--- config.mk ---
export PLATFORM = sky130hd
export DESIGN_NAME = xpd_exec
export DESIGN_NICKNAME = d
export VERILOG_FILES = /design/src/rtl/xpd_pkg.sv /design/src/rtl/xpd_exec.sv
export SDC_FILE = /design/constraint.sdc
export NUM_CORES = 1
export LEC_CHECK = 0
export ABC_AREA = 0
export BUFFER_PORTS_ARGS = -buffer_cell sky130_fd_sc_hd__clkbuf_2
export CORE_MARGIN = 2
export CORE_UTILIZATION = 25
export CTS_CLUSTER_DIAMETER = 150
export CTS_CLUSTER_SIZE = 25
export DETAILED_ROUTE_END_ITERATION = 12
export PLACE_DENSITY = 0.51
export SLEW_MARGIN = 20
export SYNTH_ARGS = -nofsm -noshare
export SYNTH_HDL_FRONTEND = slang
export SYNTH_SLANG_ARGS = --single-unit
--- constraint.sdc ---
create_clock -name clk -period 5.1 [get_ports clk]
set_clock_uncertainty 0.2 [all_clocks]
set_input_delay 1.275 -clock clk [delete_from_list [all_inputs] [get_ports clk]]
set_output_delay 1.275 -clock clk [all_outputs]
set_load 0.1 [all_outputs]
--- src/rtl/xpd_pkg.sv ---
// constants and types for the xor and port direction execute block
//
// How it works
// - direction load copies accumulator into direction register 5 to 7
// - direction registers also reached through ordinary file addresses
// - direction load leaves every status flag unchanged
// - literal xor: accumulator xor 8-bit literal into accumulator
// - register xor: accumulator xor addressed file register
// - destination bit 0 writes accumulator, file register untouched
// - destination bit 1 writes file register, accumulator untouched
// - both xor forms update only the zero flag
// - literal xor takes one cycle: decode, read, process, write in q4
package xpd_pkg;
	// ****************
	// encodings
	// ****************
	localparam logic [13:0] XPD_DIR_LOAD_BASE = 14'h0060;
	localparam logic [13:0] XPD_DIR_LOAD_MASK = 14'h3FF8;
	localparam logic [5:0]  XPD_XOR_LIT_OP    = 6'h3A;
	localparam logic [5:0]  XPD_XOR_FILE_OP   = 6'h06;
	localparam logic [2:0]  XPD_DIR_FIRST     = 3'h5;
	localparam logic [2:0]  XPD_DIR_LAST      = 3'h7;
	localparam int          XPD_DEST_BIT      = 7;
	// direction registers as seen in the file map (bank 1 port latches)
	localparam logic [6:0]  XPD_DIR_FILE_BASE = 7'h00;
	localparam logic [7:0]  XPD_DIR_RESET     = 8'hFF;
	localparam logic [7:0]  XPD_ACC_RESET     = 8'h00;

	// ****************
	// quarter cycles
	// ****************
	typedef enum logic [1:0] {
		XPD_Q1 = 2'b00,
		XPD_Q2 = 2'b01,
		XPD_Q3 = 2'b11,
		XPD_Q4 = 2'b10
	} xpd_quarter_t;
endpackage : xpd_pkg

--- src/rtl/xpd_exec.sv ---
// decode and execute of direction load and the two xor instructions
`timescale 1ns/1ps
module xpd_exec
	import xpd_pkg::*;
(
	input  wire logic        clk,
	input  wire logic        rst_b,
	input  wire logic [13:0] instr,
	input  wire logic        instr_valid,
	input  wire logic [7:0]  file_rdata,
	output logic [6:0]       file_addr,
	output logic [7:0]       file_wdata,
	output logic             file_we,
	output logic [7:0]       acc,
	output logic             zero_flag,
	output logic             zero_we,
	output logic [7:0]       dir_5,
	output logic [7:0]       dir_6,
	output logic [7:0]       dir_7,
	output logic [1:0]       quarter
);
	// ****************
	// quarter sequencer
	// ****************
	xpd_quarter_t q, next_q;
	logic [13:0]  ir, next_ir;
	logic         irv, next_irv;
	logic [7:0]   opnd, next_opnd;
	logic [7:0]   res, next_res;

	function automatic logic [7:0] xpd_xor(input logic [7:0] a, input logic [7:0] b);
		return a ^ b;
	endfunction : xpd_xor

	wire is_dir = ((ir & XPD_DIR_LOAD_MASK) == XPD_DIR_LOAD_BASE) && (ir[2:0] >= XPD_DIR_FIRST);
	wire is_xl  = ir[13:8] == XPD_XOR_LIT_OP;
	wire is_xf  = ir[13:8] == XPD_XOR_FILE_OP;
	wire dest_f = ir[XPD_DEST_BIT];

	// ****************
	// next state
	// ****************
	logic [6:0] next_file_addr;
	logic [7:0] next_file_wdata, next_acc;
	logic       next_file_we, next_zero_flag, next_zero_we;

	always_comb begin
		next_q          = q;
		next_ir         = ir;
		next_irv        = irv;
		next_opnd       = opnd;
		next_res        = res;
		next_file_addr  = file_addr;
		next_file_wdata = file_wdata;
		next_file_we    = 1'b0;
		next_acc        = acc;
		next_zero_flag  = zero_flag;
		next_zero_we    = 1'b0;
		unique case (q)
			XPD_Q1: begin
				next_q         = XPD_Q2;
				next_ir        = instr;
				next_irv       = instr_valid;
				next_file_addr = instr[6:0];
			end
			XPD_Q2: begin
				next_q    = XPD_Q3;
				next_opnd = is_xl ? ir[7:0] : file_rdata;
			end
			XPD_Q3: begin
				next_q   = XPD_Q4;
				next_res = xpd_xor(acc, opnd);
			end
			XPD_Q4: begin
				next_q = XPD_Q1;
				if (irv && (is_xl || is_xf)) begin
					next_zero_flag = (res == 8'h00);
					next_zero_we   = 1'b1;
					if (is_xf && dest_f) begin
						next_file_wdata = res;
						next_file_we    = 1'b1;
					end else begin
						next_acc = res;
					end
				end
			end
		endcase
	end

	always_ff @(posedge clk or negedge rst_b) begin
		if (!rst_b) begin
			q          <= XPD_Q1;
			ir         <= 14'h0000;
			irv        <= 1'b0;
			opnd       <= 8'h00;
			res        <= 8'h00;
			file_addr  <= 7'h00;
			file_wdata <= 8'h00;
			file_we    <= 1'b0;
			acc        <= XPD_ACC_RESET;
			zero_flag  <= 1'b0;
			zero_we    <= 1'b0;
		end else begin
			q          <= next_q;
			ir         <= next_ir;
			irv        <= next_irv;
			opnd       <= next_opnd;
			res        <= next_res;
			file_addr  <= next_file_addr;
			file_wdata <= next_file_wdata;
			file_we    <= next_file_we;
			acc        <= next_acc;
			zero_flag  <= next_zero_flag;
			zero_we    <= next_zero_we;
		end
	end

	// ****************
	// direction latches
	// ****************
	logic [7:0] next_dir_5, next_dir_6, next_dir_7;
	wire        dir_load = (q == XPD_Q4) && irv && is_dir;

	always_comb begin
		next_dir_5 = dir_5;
		next_dir_6 = dir_6;
		next_dir_7 = dir_7;
		// load lands at q4, a file write pulse only stands in q1, so the two never collide
		if (dir_load) begin
			// no flag strobe here, status stays as is
			unique case (ir[1:0])
				2'b01:   next_dir_5 = acc;
				2'b10:   next_dir_6 = acc;
				default: next_dir_7 = acc;
			endcase
		end
		// taken while the write pulse stands; file_addr still holds the writer's address then
		if (file_we && file_addr[6:3] == XPD_DIR_FILE_BASE[6:3]) begin
			unique case (file_addr[2:0])
				3'h5:    next_dir_5 = file_wdata;
				3'h6:    next_dir_6 = file_wdata;
				3'h7:    next_dir_7 = file_wdata;
				default: ;
			endcase
		end
	end

	always_ff @(posedge clk or negedge rst_b) begin
		if (!rst_b) begin
			dir_5 <= XPD_DIR_RESET;
			dir_6 <= XPD_DIR_RESET;
			dir_7 <= XPD_DIR_RESET;
		end else begin
			dir_5 <= next_dir_5;
			dir_6 <= next_dir_6;
			dir_7 <= next_dir_7;
		end
	end

	assign quarter = q;

	// ****************
	// checks
	// ****************
	a_file_xor_write: assert property (@(posedge clk) disable iff (!rst_b)
		(q == XPD_Q4 && irv && is_xf && dest_f) |=> (file_we && file_wdata == res && acc == $past(acc)))
		else $error("register xor to file wrong");
	a_acc_xor_write: assert property (@(posedge clk) disable iff (!rst_b)
		(q == XPD_Q4 && irv && (is_xl || (is_xf && !dest_f))) |=> (acc == $past(res) && !file_we))
		else $error("xor to accumulator wrong");
	a_zero_from_res: assert property (@(posedge clk) disable iff (!rst_b)
		zero_we |-> (zero_flag == (acc == 8'h00) || file_we))
		else $error("zero flag mismatch");
	a_dir_no_flag: assert property (@(posedge clk) disable iff (!rst_b)
		(q == XPD_Q4 && irv && is_dir) |=> (!zero_we && $stable(zero_flag)))
		else $error("direction load touched flags");
	a_dir7_load: assert property (@(posedge clk) disable iff (!rst_b)
		(q == XPD_Q4 && irv && is_dir && ir[1:0] == 2'b11 && !file_we) |=> dir_7 == $past(acc))
		else $error("direction load lost");
	a_lit_operand: assert property (@(posedge clk) disable iff (!rst_b)
		(q == XPD_Q2 && is_xl) |=> opnd == $past(ir[7:0]) ##2 q == XPD_Q1)
		else $error("literal not latched");
	a_xor_result: assert property (@(posedge clk) disable iff (!rst_b)
		(q == XPD_Q3) |=> res == ($past(acc) ^ $past(opnd)))
		else $error("xor result wrong");
	a_dir_file_write: assert property (@(posedge clk) disable iff (!rst_b)
		(file_we && file_addr == 7'h05) |=> dir_5 == $past(file_wdata))
		else $error("direct direction write lost");
	a_file_read_q2: assert property (@(posedge clk) disable iff (!rst_b)
		(q == XPD_Q2 && is_xf) |=> opnd == $past(file_rdata))
		else $error("file read not in q2");
	a_quarter_walk: assert property (@(posedge clk) disable iff (!rst_b)
		(q == XPD_Q1) |=> (q == XPD_Q2) ##1 (q == XPD_Q3) ##1 (q == XPD_Q4) ##1 (q == XPD_Q1))
		else $error("quarter order broken");
	a_dir5_load: assert property (@(posedge clk) disable iff (!rst_b)
		(dir_load && ir[1:0] == 2'b01) |=> dir_5 == $past(acc))
		else $error("direction load 5 lost");
	a_dir6_load: assert property (@(posedge clk) disable iff (!rst_b)
		(dir_load && ir[1:0] == 2'b10) |=> dir_6 == $past(acc))
		else $error("direction load 6 lost");
	a_dir_low_refused: assert property (@(posedge clk) disable iff (!rst_b)
		(q == XPD_Q4 && irv && ir[13:3] == XPD_DIR_LOAD_BASE[13:3] && ir[2:0] < XPD_DIR_FIRST)
			|=> ($stable(dir_5) && $stable(dir_6) && $stable(dir_7)))
		else $error("low direction operand acted");
	a_invalid_quiet: assert property (@(posedge clk) disable iff (!rst_b)
		(q == XPD_Q4 && !irv) |=> (!file_we && !zero_we && $stable(acc)))
		else $error("invalid word acted");
	a_zero_held: assert property (@(posedge clk) disable iff (!rst_b)
		!zero_we |-> $stable(zero_flag))
		else $error("zero flag moved without strobe");
	a_acc_q4_only: assert property (@(posedge clk) disable iff (!rst_b)
		(q != XPD_Q1) |-> $stable(acc))
		else $error("accumulator written outside q4");
	a_pulse_single: assert property (@(posedge clk) disable iff (!rst_b)
		file_we |=> !file_we)
		else $error("file write pulse too long");
	a_addr_latched: assert property (@(posedge clk) disable iff (!rst_b)
		(q == XPD_Q2) |-> file_addr == ir[6:0])
		else $error("file address not from word");
	a_lit_no_file: assert property (@(posedge clk) disable iff (!rst_b)
		(q == XPD_Q4 && irv && is_xl) |=> (!file_we && zero_we))
		else $error("literal xor wrote file");
endmodule : xpd_exec

==> impl_metrics.yaml, run 1 <==
finish:
  final_nets: 399
  drive_gt1_share_pct: 40.4
  regArea_sq_mm: 0.00193
  finalNonFillerCells: 556
  multi_input_area_sq_mm: 0.00144
  fillCellCount: 1440
  area_growth_pct: 21.6
  antenna_cells: 0
pwr:
  power_frac_comb_pct: 9.2
  internal_power_uw: 1050
  p_switching_uw: 371
  p_per_area_mw_per_mm2: 332
  clockPowerShare_pct: 44.6
  seqPwrFrac_pct: 46.2
  p_leak_uw: 0.00188
  swShare_pct: 26.1
  peakVddDrop_mv: 0.150
placed_design:
  port_buffers: 76
  dp_cells: 540
  dp_slack_ns: 2.62
  gp_congestion: 0.734
  dp_hpwl_microns: 6980
clocking:
  ctsResizeCount: 0
  clkLatencyLatePin_ns: 0.33
  clk_pin_slew_ns: 0.06
  clock_sinks: 76
  cts_root_buffer: "clkbuf_16"
  postCtsSetupBuffers: 0
  numCtsBuffers: 9
  tritoncts: "yes"
  htree_levels: 3
  clockBufferDepth: 2
  cts-hold-fix-buffers: 0
floorplan:
  die_h_microns: 123
  fp.coreArea_sq_mm: 0.0138
  pin_count: 77
  die_w_microns: 123
  rows: 43
  dieArea_sq_mm: 0.0151
  start_util_pct: 25.5
setup_path:
  worst_r2r_endpoint: "dir_7[5]"
  crit_start: "acc[3]"
  crit_slowest_cell: "dfrtp_1"
  ff2ff_setup_slack_ns: 2.68
  cp_num_buf_inv: 1
  worst_setup_path_end_kind: "primary output"
  r2r_cells: 5
  arrival_ns: 1.37
  rr_startpoint: "file_addr[1]"
  cp.depth: 1
  startpoint_type: "flip-flop"
  required_ns: 3.62
  path_cells: "clkbuf_2"
  crit_fanout: 6
  max_stage_delay_ns: 0.52
  cp_top_family: "flip-flops"
  worstSetupPathType: "flip-flop to primary output"
  crit_path_end: "acc[3]"
synthesis:
  synth_seq_area_share_pct: 54.7
  synth_top_area_share_pct: 36.9
  synth_top_area_cell: "dfrtp_1"
  syn_nets: 337
  synth-seq-cells: 76
  synth.most_common_cell: "dfrtp_1"
  yosys-top-cells-count: "52 x dfrtp_1, 33 x nor2_1, 29 x mux2_2, 27 x o21ai_0, 24 x dfstp_2"
  syn_inst: 309
  avgSynthCellArea_sq_um: 11.4
  synth_top_cells_by_area: "dfrtp_1 37%, dfstp_2 18%, mux2_2 9.3%"
  syn-cell-area_sq_mm: 0.00353
  synthFlopType: "dfrtp_1"
  ys_types: 37
  ys.warnings.count: 0
  synth-edff-count: 0
  async_flop_share_pct: 100
grt:
  grt_use_total_pct: 13.5
  grt_overflow: 0
  grt_util_met1_pct: 19.0
  grt_use_met2_pct: 20.7
  grt_pass1_vias: 2565
  busiest_layer: "met2"
  use_met3_pct: 3.25
  grt_antenna_before_repair: 0
  grt_max_degree: 77
  grt_pass1_wl_microns: 15000
route:
  drcViolationCount: 0
  routed_wl_microns: 9660
  final_antenna_net_count: 0
  dr.pass1.iters: 5
  avgViaCountPerCell: 4.73
  drt_iter0_drc: 112
  wl_per_cell_microns: 17.4
  via_count: 2630
timing:
  drv_slew: 0
  setup_tns_ns: 0
  slew-limit-headroom_pct: 32.3
  max_freq_ghz: 0.352
  worstMarginPinSlew_ns: 1.01
  whs_ns: 0.307
  rsz0062_at_grt: "no"
  fin_crit_sh_pct: 55.7
  hold_violations: 0
  setup_slack_ns: 2.26
  min_period_ns: 2.84
  finalSetupViolations: 0
run_status:
  run_status: "finished clean"
hold_path:
  hold_class: "flip-flop to flip-flop"
job:
  maxCapViolations: 0
logic make-up after synthesis:
group / Yosys count / synth area share [%]
mux: 45 / 13.8
xor+xnor: 8 / 1.99
simple gates: 84 / 13.3
compound gates: 64 / 10.4
fa+ha+maj: 3 / 1.06
buf+inv: 29 / 4.68
flops: 76 / 54.7
placed cells by master, fill, tap and decap left out, types with 11 or more instances in the layout:
master,n
nand2_1,11
a21oi_1,16
nand4_1,16
o21ai_0,27
mux2_2,29
dfstp_2,24
mux2i_1,16
a31oi_1,16
nor2_1,32
dfrtp_1,52
clkbuf_2,75
state kept, by name, summed over array words and instances (netlist names):
| register | flops |
|---|---|
| zero_flag | 1 |
| acc | 8 |
| dir_5 | 8 |
| file_wdata | 8 |
| opnd | 8 |
| dir_6 | 8 |
| res | 8 |
| dir_7 | 8 |
| file_we | 1 |
| irv | 1 |
| file_addr | 6 |
| quarter | 2 |
| zero_we | 1 |
| ir | 8 |
layer usage:
metal | part of all wire, % | wire [microns]
met5 | 0 | 0
met4 | 0.73 | 71
met3 | 6.0 | 582
met2 | 47 | 4510
met1 | 47 | 4490
how the worst min path moves through the flow:
stage | start | to | slack [ns] | depth (start not counted)
after global routing | dir_6[2] | dir_6[2] | 0.33 | 2
after detailed placement | dir_6[6] | dir_6[6] | 0.30 | 2
after CTS | dir_6[6] | dir_6[6] | 0.30 | 2
after floorplan | opnd[0] | opnd[0] | 0.27 | 2
final | opnd[1] | opnd[1] | 0.31 | 2
after global placement | quarter[0] | quarter[1] | 0.28 | 0
power groups by stage:
| stage | Clock (uW) | Combinational, uW | Sequential (uW) |
|---|---|---|---|
| 2_1_floorplan | 0 | 59.7 | 696 |
| 3_3_place_gp | 0 | 132 | 667 |
| 3_5_place_dp | 0 | 132 | 668 |
| 4_1_cts | 654 | 133 | 658 |
| 5_1_grt | 678 | 141 | 662 |
| 6_report | 636 | 131 | 658 |
layout make-up:
type	instances	area share, %
repair buffers	76	8.92
inverters	4	0.350
clock inverters	5	1.37
flip-flops and latches	76	45.0
multi-input cells	204	33.4
well taps	180	5.25
clock buffers	11	5.66
stage by stage:
stage / utilization, % / power [uW] / cell area (sq um)
after floorplan: - / 756 / 3530
after global routing: 31.0 / 1480 / 4290
after detailed placement: 28.9 / 800 / 3990
after global placement: 28.8 / 799 / 3990
after CTS: 31.0 / 1450 / 4290
final: 31.0 / 1420 / 4290
Note: power is estimated with default switching activity, not from simulation.
==> run 2, diff against run 1 <==
==> constraint.sdc (replaced) <==
create_clock -name clk -period 2.88 [get_ports clk]
set_clock_uncertainty 0.2 [all_clocks]
set_input_delay 0.72 -clock clk [delete_from_list [all_inputs] [get_ports clk]]
set_output_delay 0.72 -clock clk [all_outputs]
set_load 0.1 [all_outputs]
==> run 2 against run 1 <==
Design area up 0.32%. Utilization up 0.10 points. Die area unchanged. Power up 76%. Sequential share of layout area down 0.14 points. Clock power up 75%. Critical endpoint is now acc[6]. Highest routed layer unchanged.
==> impl_metrics.yaml, run 2 (same netlist as run 1, synthesis figures left out) <==
run_status:
  run_status: "finished clean"
clocking:
  htree_levels: 3
  cts-hold-fix-buffers: 0
  cts_root_buffer: "clkbuf_16"
  postCtsSetupBuffers: 0
  ctsResizeCount: 0
  tritoncts: "yes"
  clockBufferDepth: 2
  clock_sinks: 76
  clkLatencyLatePin_ns: 0.34
  numCtsBuffers: 9
  clk_pin_slew_ns: 0.06
floorplan:
  dieArea_sq_mm: 0.0151
  die_h_microns: 123
  die_w_microns: 123
  rows: 43
  pin_count: 77
  start_util_pct: 25.5
  fp.coreArea_sq_mm: 0.0138
grt:
  grt_overflow: 0
  grt_antenna_before_repair: 0
  grt_pass1_wl_microns: 15400
  grt_pass1_vias: 2693
  grt_max_degree: 47
  grt_use_total_pct: 13.7
route:
  dr.pass1.iters: 4
  final_antenna_net_count: 0
  via_count: 2584
  wl_per_cell_microns: 17.1
  avgViaCountPerCell: 4.61
  routed_wl_microns: 9560
  drcViolationCount: 0
  drt_iter0_drc: 150
finish:
  final_nets: 403
  drive_gt1_share_pct: 40.3
  final_common_cell: "clkbuf_2"
  area_growth_pct: 22.0
  finalInstanceArea_sq_mm: 0.00431
  layout.cells.most_common_list: "75 x clkbuf_2, 52 x dfrtp_1, 33 x nor2_1, 29 x mux2_2, 27 x o21ai_0"
  finalNonFillerCells: 560
  antenna_cells: 0
timing:
  fin_crit_sh_pct: 81.3
  setup_tns_ns: 0
  whs_ns: 0.180
  rsz0062_at_grt: "no"
  max_freq_ghz: 0.427
  slew-limit-headroom_pct: 60.3
  min_period_ns: 2.34
  drv_slew: 0
  worstMarginPinSlew_ns: 0.594
  hold_violations: 0
  finalSetupViolations: 0
setup_path:
  cp_top_family: "flip-flops"
  path_cells: "clkbuf_2"
  cp_num_buf_inv: 1
  startpoint_type: "flip-flop"
  required_ns: 1.96
  worstSetupPathType: "flip-flop to primary output"
  arrival_ns: 1.42
  crit_slowest_cell: "dfrtp_1"
  crit_fanout: 6
  worst_setup_path_end_kind: "primary output"
  max_stage_delay_ns: 0.55
pwr:
  peakVddDrop_mv: 0.265
  p_leak_uw: 0.00190
  fin_total_pwr_uw: 2510
  p_per_area_mw_per_mm2: 582
placed_design:
  dp_hpwl_microns: 6940
  place_area_sq_mm: 0.00402
  port_buffers: 76
  gp_congestion: 0.802
  dp_cells: 544
hold_path:
  hold_class: "input pin to asynchronous set/reset pin"
job:
  maxCapViolations: 0
run 2: cell types whose count changed in the layout (fill, tap and decap cells not counted), sizes merged:
cell      previous run  this run
buf                  1         5
clkbuf              86        87
clkinv               1         2
clkinvlp             2         1
inv                  5         4
run 2: report_power, final:
part           internal, uW  leakage, uW  switching, uW  total [uW]
logic                  62.2     0.000866            172         234
clock network           672     0.000137            433        1110
registers              1110     0.000895           59.5        1170
total                  1840      0.00190            664        2510
run 2: final timing paths:
| kind | from | depth (start not counted) | end | slack (ns) |
|---|---|---|---|---|
| hold / removal | rst_b | 1 | file_addr[0] | 0.18 |
| setup reg to reg | file_addr[1] | 6 | dir_5[5] | 0.69 |
| hold reg to reg | opnd[0] | 2 | opnd[0] | 0.30 |
| max in group asynchronous | rst_b | 2 | dir_7[6] | 1.50 |
| setup / recovery | acc[6] | 1 | acc[6] | 0.54 |
| min in group clk | opnd[0] | 2 | opnd[0] | 0.30 |
run 2: per-layer routing:
layer  part of all wire [%]  GRT usage [%]
met2                     45           20.9
met4                    1.5           4.31
met1                     48           19.0
met5                      0              0
met3                    5.9           3.49
run 2: final cells by class:
cell class / instances / area [sq um]
tap: 180 / 225
clock buffer: 12 / 236
timing repair buffer: 80 / 413
inverter: 4 / 15.0
multi-input combinational: 204 / 1430
sequential: 76 / 1930
fill: 1418 / 9520
clock inverter: 4 / 51.3
run 2: stage by stage:
step                setup slack [ns]  util (%)
floorplan                      0.591         -
global placement               0.780      29.1
detailed placement             0.721      29.1
global route                   0.494      31.1
finish                         0.539      31.1
CTS                            0.514      31.1
run 2: worst register-to-register path: cells and delay by family, from the launching register on:
family          cells  cell delay (ns)
compound gates      1             0.09
fa+ha+maj           1             0.23
buf+inv             1             0.11
flops               1             0.45
mux                 1             0.27
simple gates        2             0.74
==> run 3, diff against run 2 <==
==> constraint.sdc (replaced) <==
create_clock -name clk -period 2.3 [get_ports clk]
set_clock_uncertainty 0.2 [all_clocks]
set_input_delay 0.575 -clock clk [delete_from_list [all_inputs] [get_ports clk]]
set_output_delay 0.575 -clock clk [all_outputs]
set_load 0.1 [all_outputs]
==> run 3 against run 2 <==
Sequential cell count unchanged. Wire length about the same. Highest routed layer unchanged. Clock-buffer cell count unchanged. First-iteration DRC count rose by 29%. Register-to-register slack worse by 0.42 ns. Critical endpoint is now acc[0]. Critical path type unchanged. Sequential power up 25%. Largest power group unchanged. Design area is 2.3% higher. Clock power increased by 23%. Final cell count up 2.0%. Sequential share of layout area decreased by 0.99 points.
==> impl_metrics.yaml, run 3 (same netlist as run 1, synthesis figures left out) <==
clocking:
  numCtsBuffers: 9
  cts-hold-fix-buffers: 1
  postCtsSetupBuffers: 0
  htree_levels: 3
  clkLatencyLatePin_ns: 0.33
  clk_pin_slew_ns: 0.06
  cts_root_buffer: "clkbuf_16"
  tritoncts: "yes"
  ctsResizeCount: 0
  clock_sinks: 76
  clockBufferDepth: 2
timing:
  min_period_ns: 2.17
  worstMarginPinSlew_ns: 0.568
  drv_slew: 0
  hold_violations: 0
  slew-limit-headroom_pct: 62.1
  rsz0062_at_grt: "no"
  max_freq_ghz: 0.461
  setup_tns_ns: 0
  setup_slack_ns: 0.131
  fin_crit_sh_pct: 94.3
  finalSetupViolations: 0
route:
  via_count: 2649
  final_antenna_net_count: 0
  dr.pass1.iters: 5
  avgViaCountPerCell: 4.64
  wl_per_cell_microns: 16.7
  drt_iter0_drc: 194
  routed_wl_microns: 9550
  drcViolationCount: 0
floorplan:
  dieArea_sq_mm: 0.0151
  pin_count: 77
  start_util_pct: 25.5
  rows: 43
  die_h_microns: 123
  fp.coreArea_sq_mm: 0.0138
  die_w_microns: 123
finish:
  drive_gt1_share_pct: 41.7
  layout.cells.most_common_list: "75 x clkbuf_2, 52 x dfrtp_1, 33 x nor2_1, 29 x mux2_2, 27 x o21ai_0"
  final_common_cell: "clkbuf_2"
  final_nets: 414
  area_growth_pct: 24.7
  antenna_cells: 0
  fillCellCount: 1420
hold_path:
  hold_class: "input pin to flip-flop"
  holdCritStartpoint: "instr[0]"
  holdPathEnd: "file_addr[0]"
  hold_depth: 3
job:
  maxCapViolations: 0
setup_path:
  crit_slowest_cell: "dfrtp_1"
  arrival_ns: 1.39
  path_cells: "clkbuf_2"
  worst_r2r_endpoint: "file_wdata[6]"
  rr_startpoint: "ir[11]"
  r2r_cells: 4
  startpoint_type: "flip-flop"
  cp_num_buf_inv: 1
  required_ns: 1.52
  cp_top_family: "flip-flops"
  crit_fanout: 6
  ff2ff_setup_slack_ns: 0.27
  worstSetupPathType: "flip-flop to primary output"
  max_stage_delay_ns: 0.54
  worst_setup_path_end_kind: "primary output"
pwr:
  seqPwrFrac_pct: 46.6
  internal_power_uw: 2310
  p_switching_uw: 822
  peakVddDrop_mv: 0.360
  swShare_pct: 26.2
  p_per_area_mw_per_mm2: 712
  power_frac_comb_pct: 9.6
  p_leak_uw: 0.00195
  clockPowerShare_pct: 43.8
grt:
  grt_use_total_pct: 13.3
  grt_antenna_before_repair: 0
  grt_pass1_vias: 2633
  grt_overflow: 0
  grt_pass1_wl_microns: 15100
  grt_max_degree: 45
placed_design:
  port_buffers: 76
  dp_hpwl_microns: 6920
  gp_congestion: 0.768
  dp_slack_ns: 0.289
run_status:
  run_status: "finished clean"
-- run 3: cell count changes in the layout (fill, tap and decap cells not counted) --
cell | previous run | this run
buf_12 | 0 | 1
buf_4 | 5 | 14
dlygate4sd3_1 | 0 | 1
-- run 3: power groups by stage --
stage                     logic [uW]  registers [uW]  clock network (uW)
after global routing             327            1470                1470
after floorplan                  132            1540                   0
after global placement           302            1480                   0
final                            303            1460                1370
after detailed placement         304            1480                   0
after CTS                        307            1460                1400
-- run 3: layer usage --
layer | up-vias | GRT usage [%] | share of wire [%]
met5 | - | 0 | 0
met4 | 0 | 3.23 | 0.69
met1 | 1298 | 19.3 | 49
met3 | 7 | 3.30 | 5.1
li1 | 1267 | - | -
met2 | 77 | 19.9 | 45
-- run 3: worst max path at each step --
stage,from,to,cells past startpoint
after detailed placement,file_addr[1],dir_5[4],7
final,acc[0],acc[0],1
after CTS,acc[5],acc[5],1
after floorplan,quarter[0],dir_6[0],6
after global placement,ir[11],file_wdata[2],4
after global routing,acc[5],acc[5],1
-- run 3: stage by stage --
step | std cells | area [sq um] | power (uW) | hold slack (ns) | utilization, %
after floorplan | 309 | 3530 | 1680 | 0.0794 | -
after global placement | 554 | 4110 | 1780 | 0.265 | 29.7
after detailed placement | 554 | 4110 | 1790 | 0.268 | 29.7
after CTS | 571 | 4400 | 3170 | 0.241 | 31.8
after global routing | 571 | 4400 | 3270 | 0.268 | 31.8
final | 571 | 4400 | 3140 | 0.250 | 31.8
-- run 3: cell type report --
cell class                 instances  area [sq um]  share of cell area [%]
timing repair buffer              91           510                    11.6
sequential                        76          1930                    43.9
clock buffer                      12           236                    5.37
multi-input combinational        204          1430                    32.5
tap                              180           225                    5.12
clock inverter                     4          51.3                    1.17
inverter                           4          15.0                   0.341
-- run 3: worst register-to-register path, delay by kind of cell, from the launching register on --
kind / cells / cell delay (ns)
multiplexers: 1 / 0.39
AND/OR/NAND/NOR: 3 / 0.90
flip-flops: 1 / 0.42
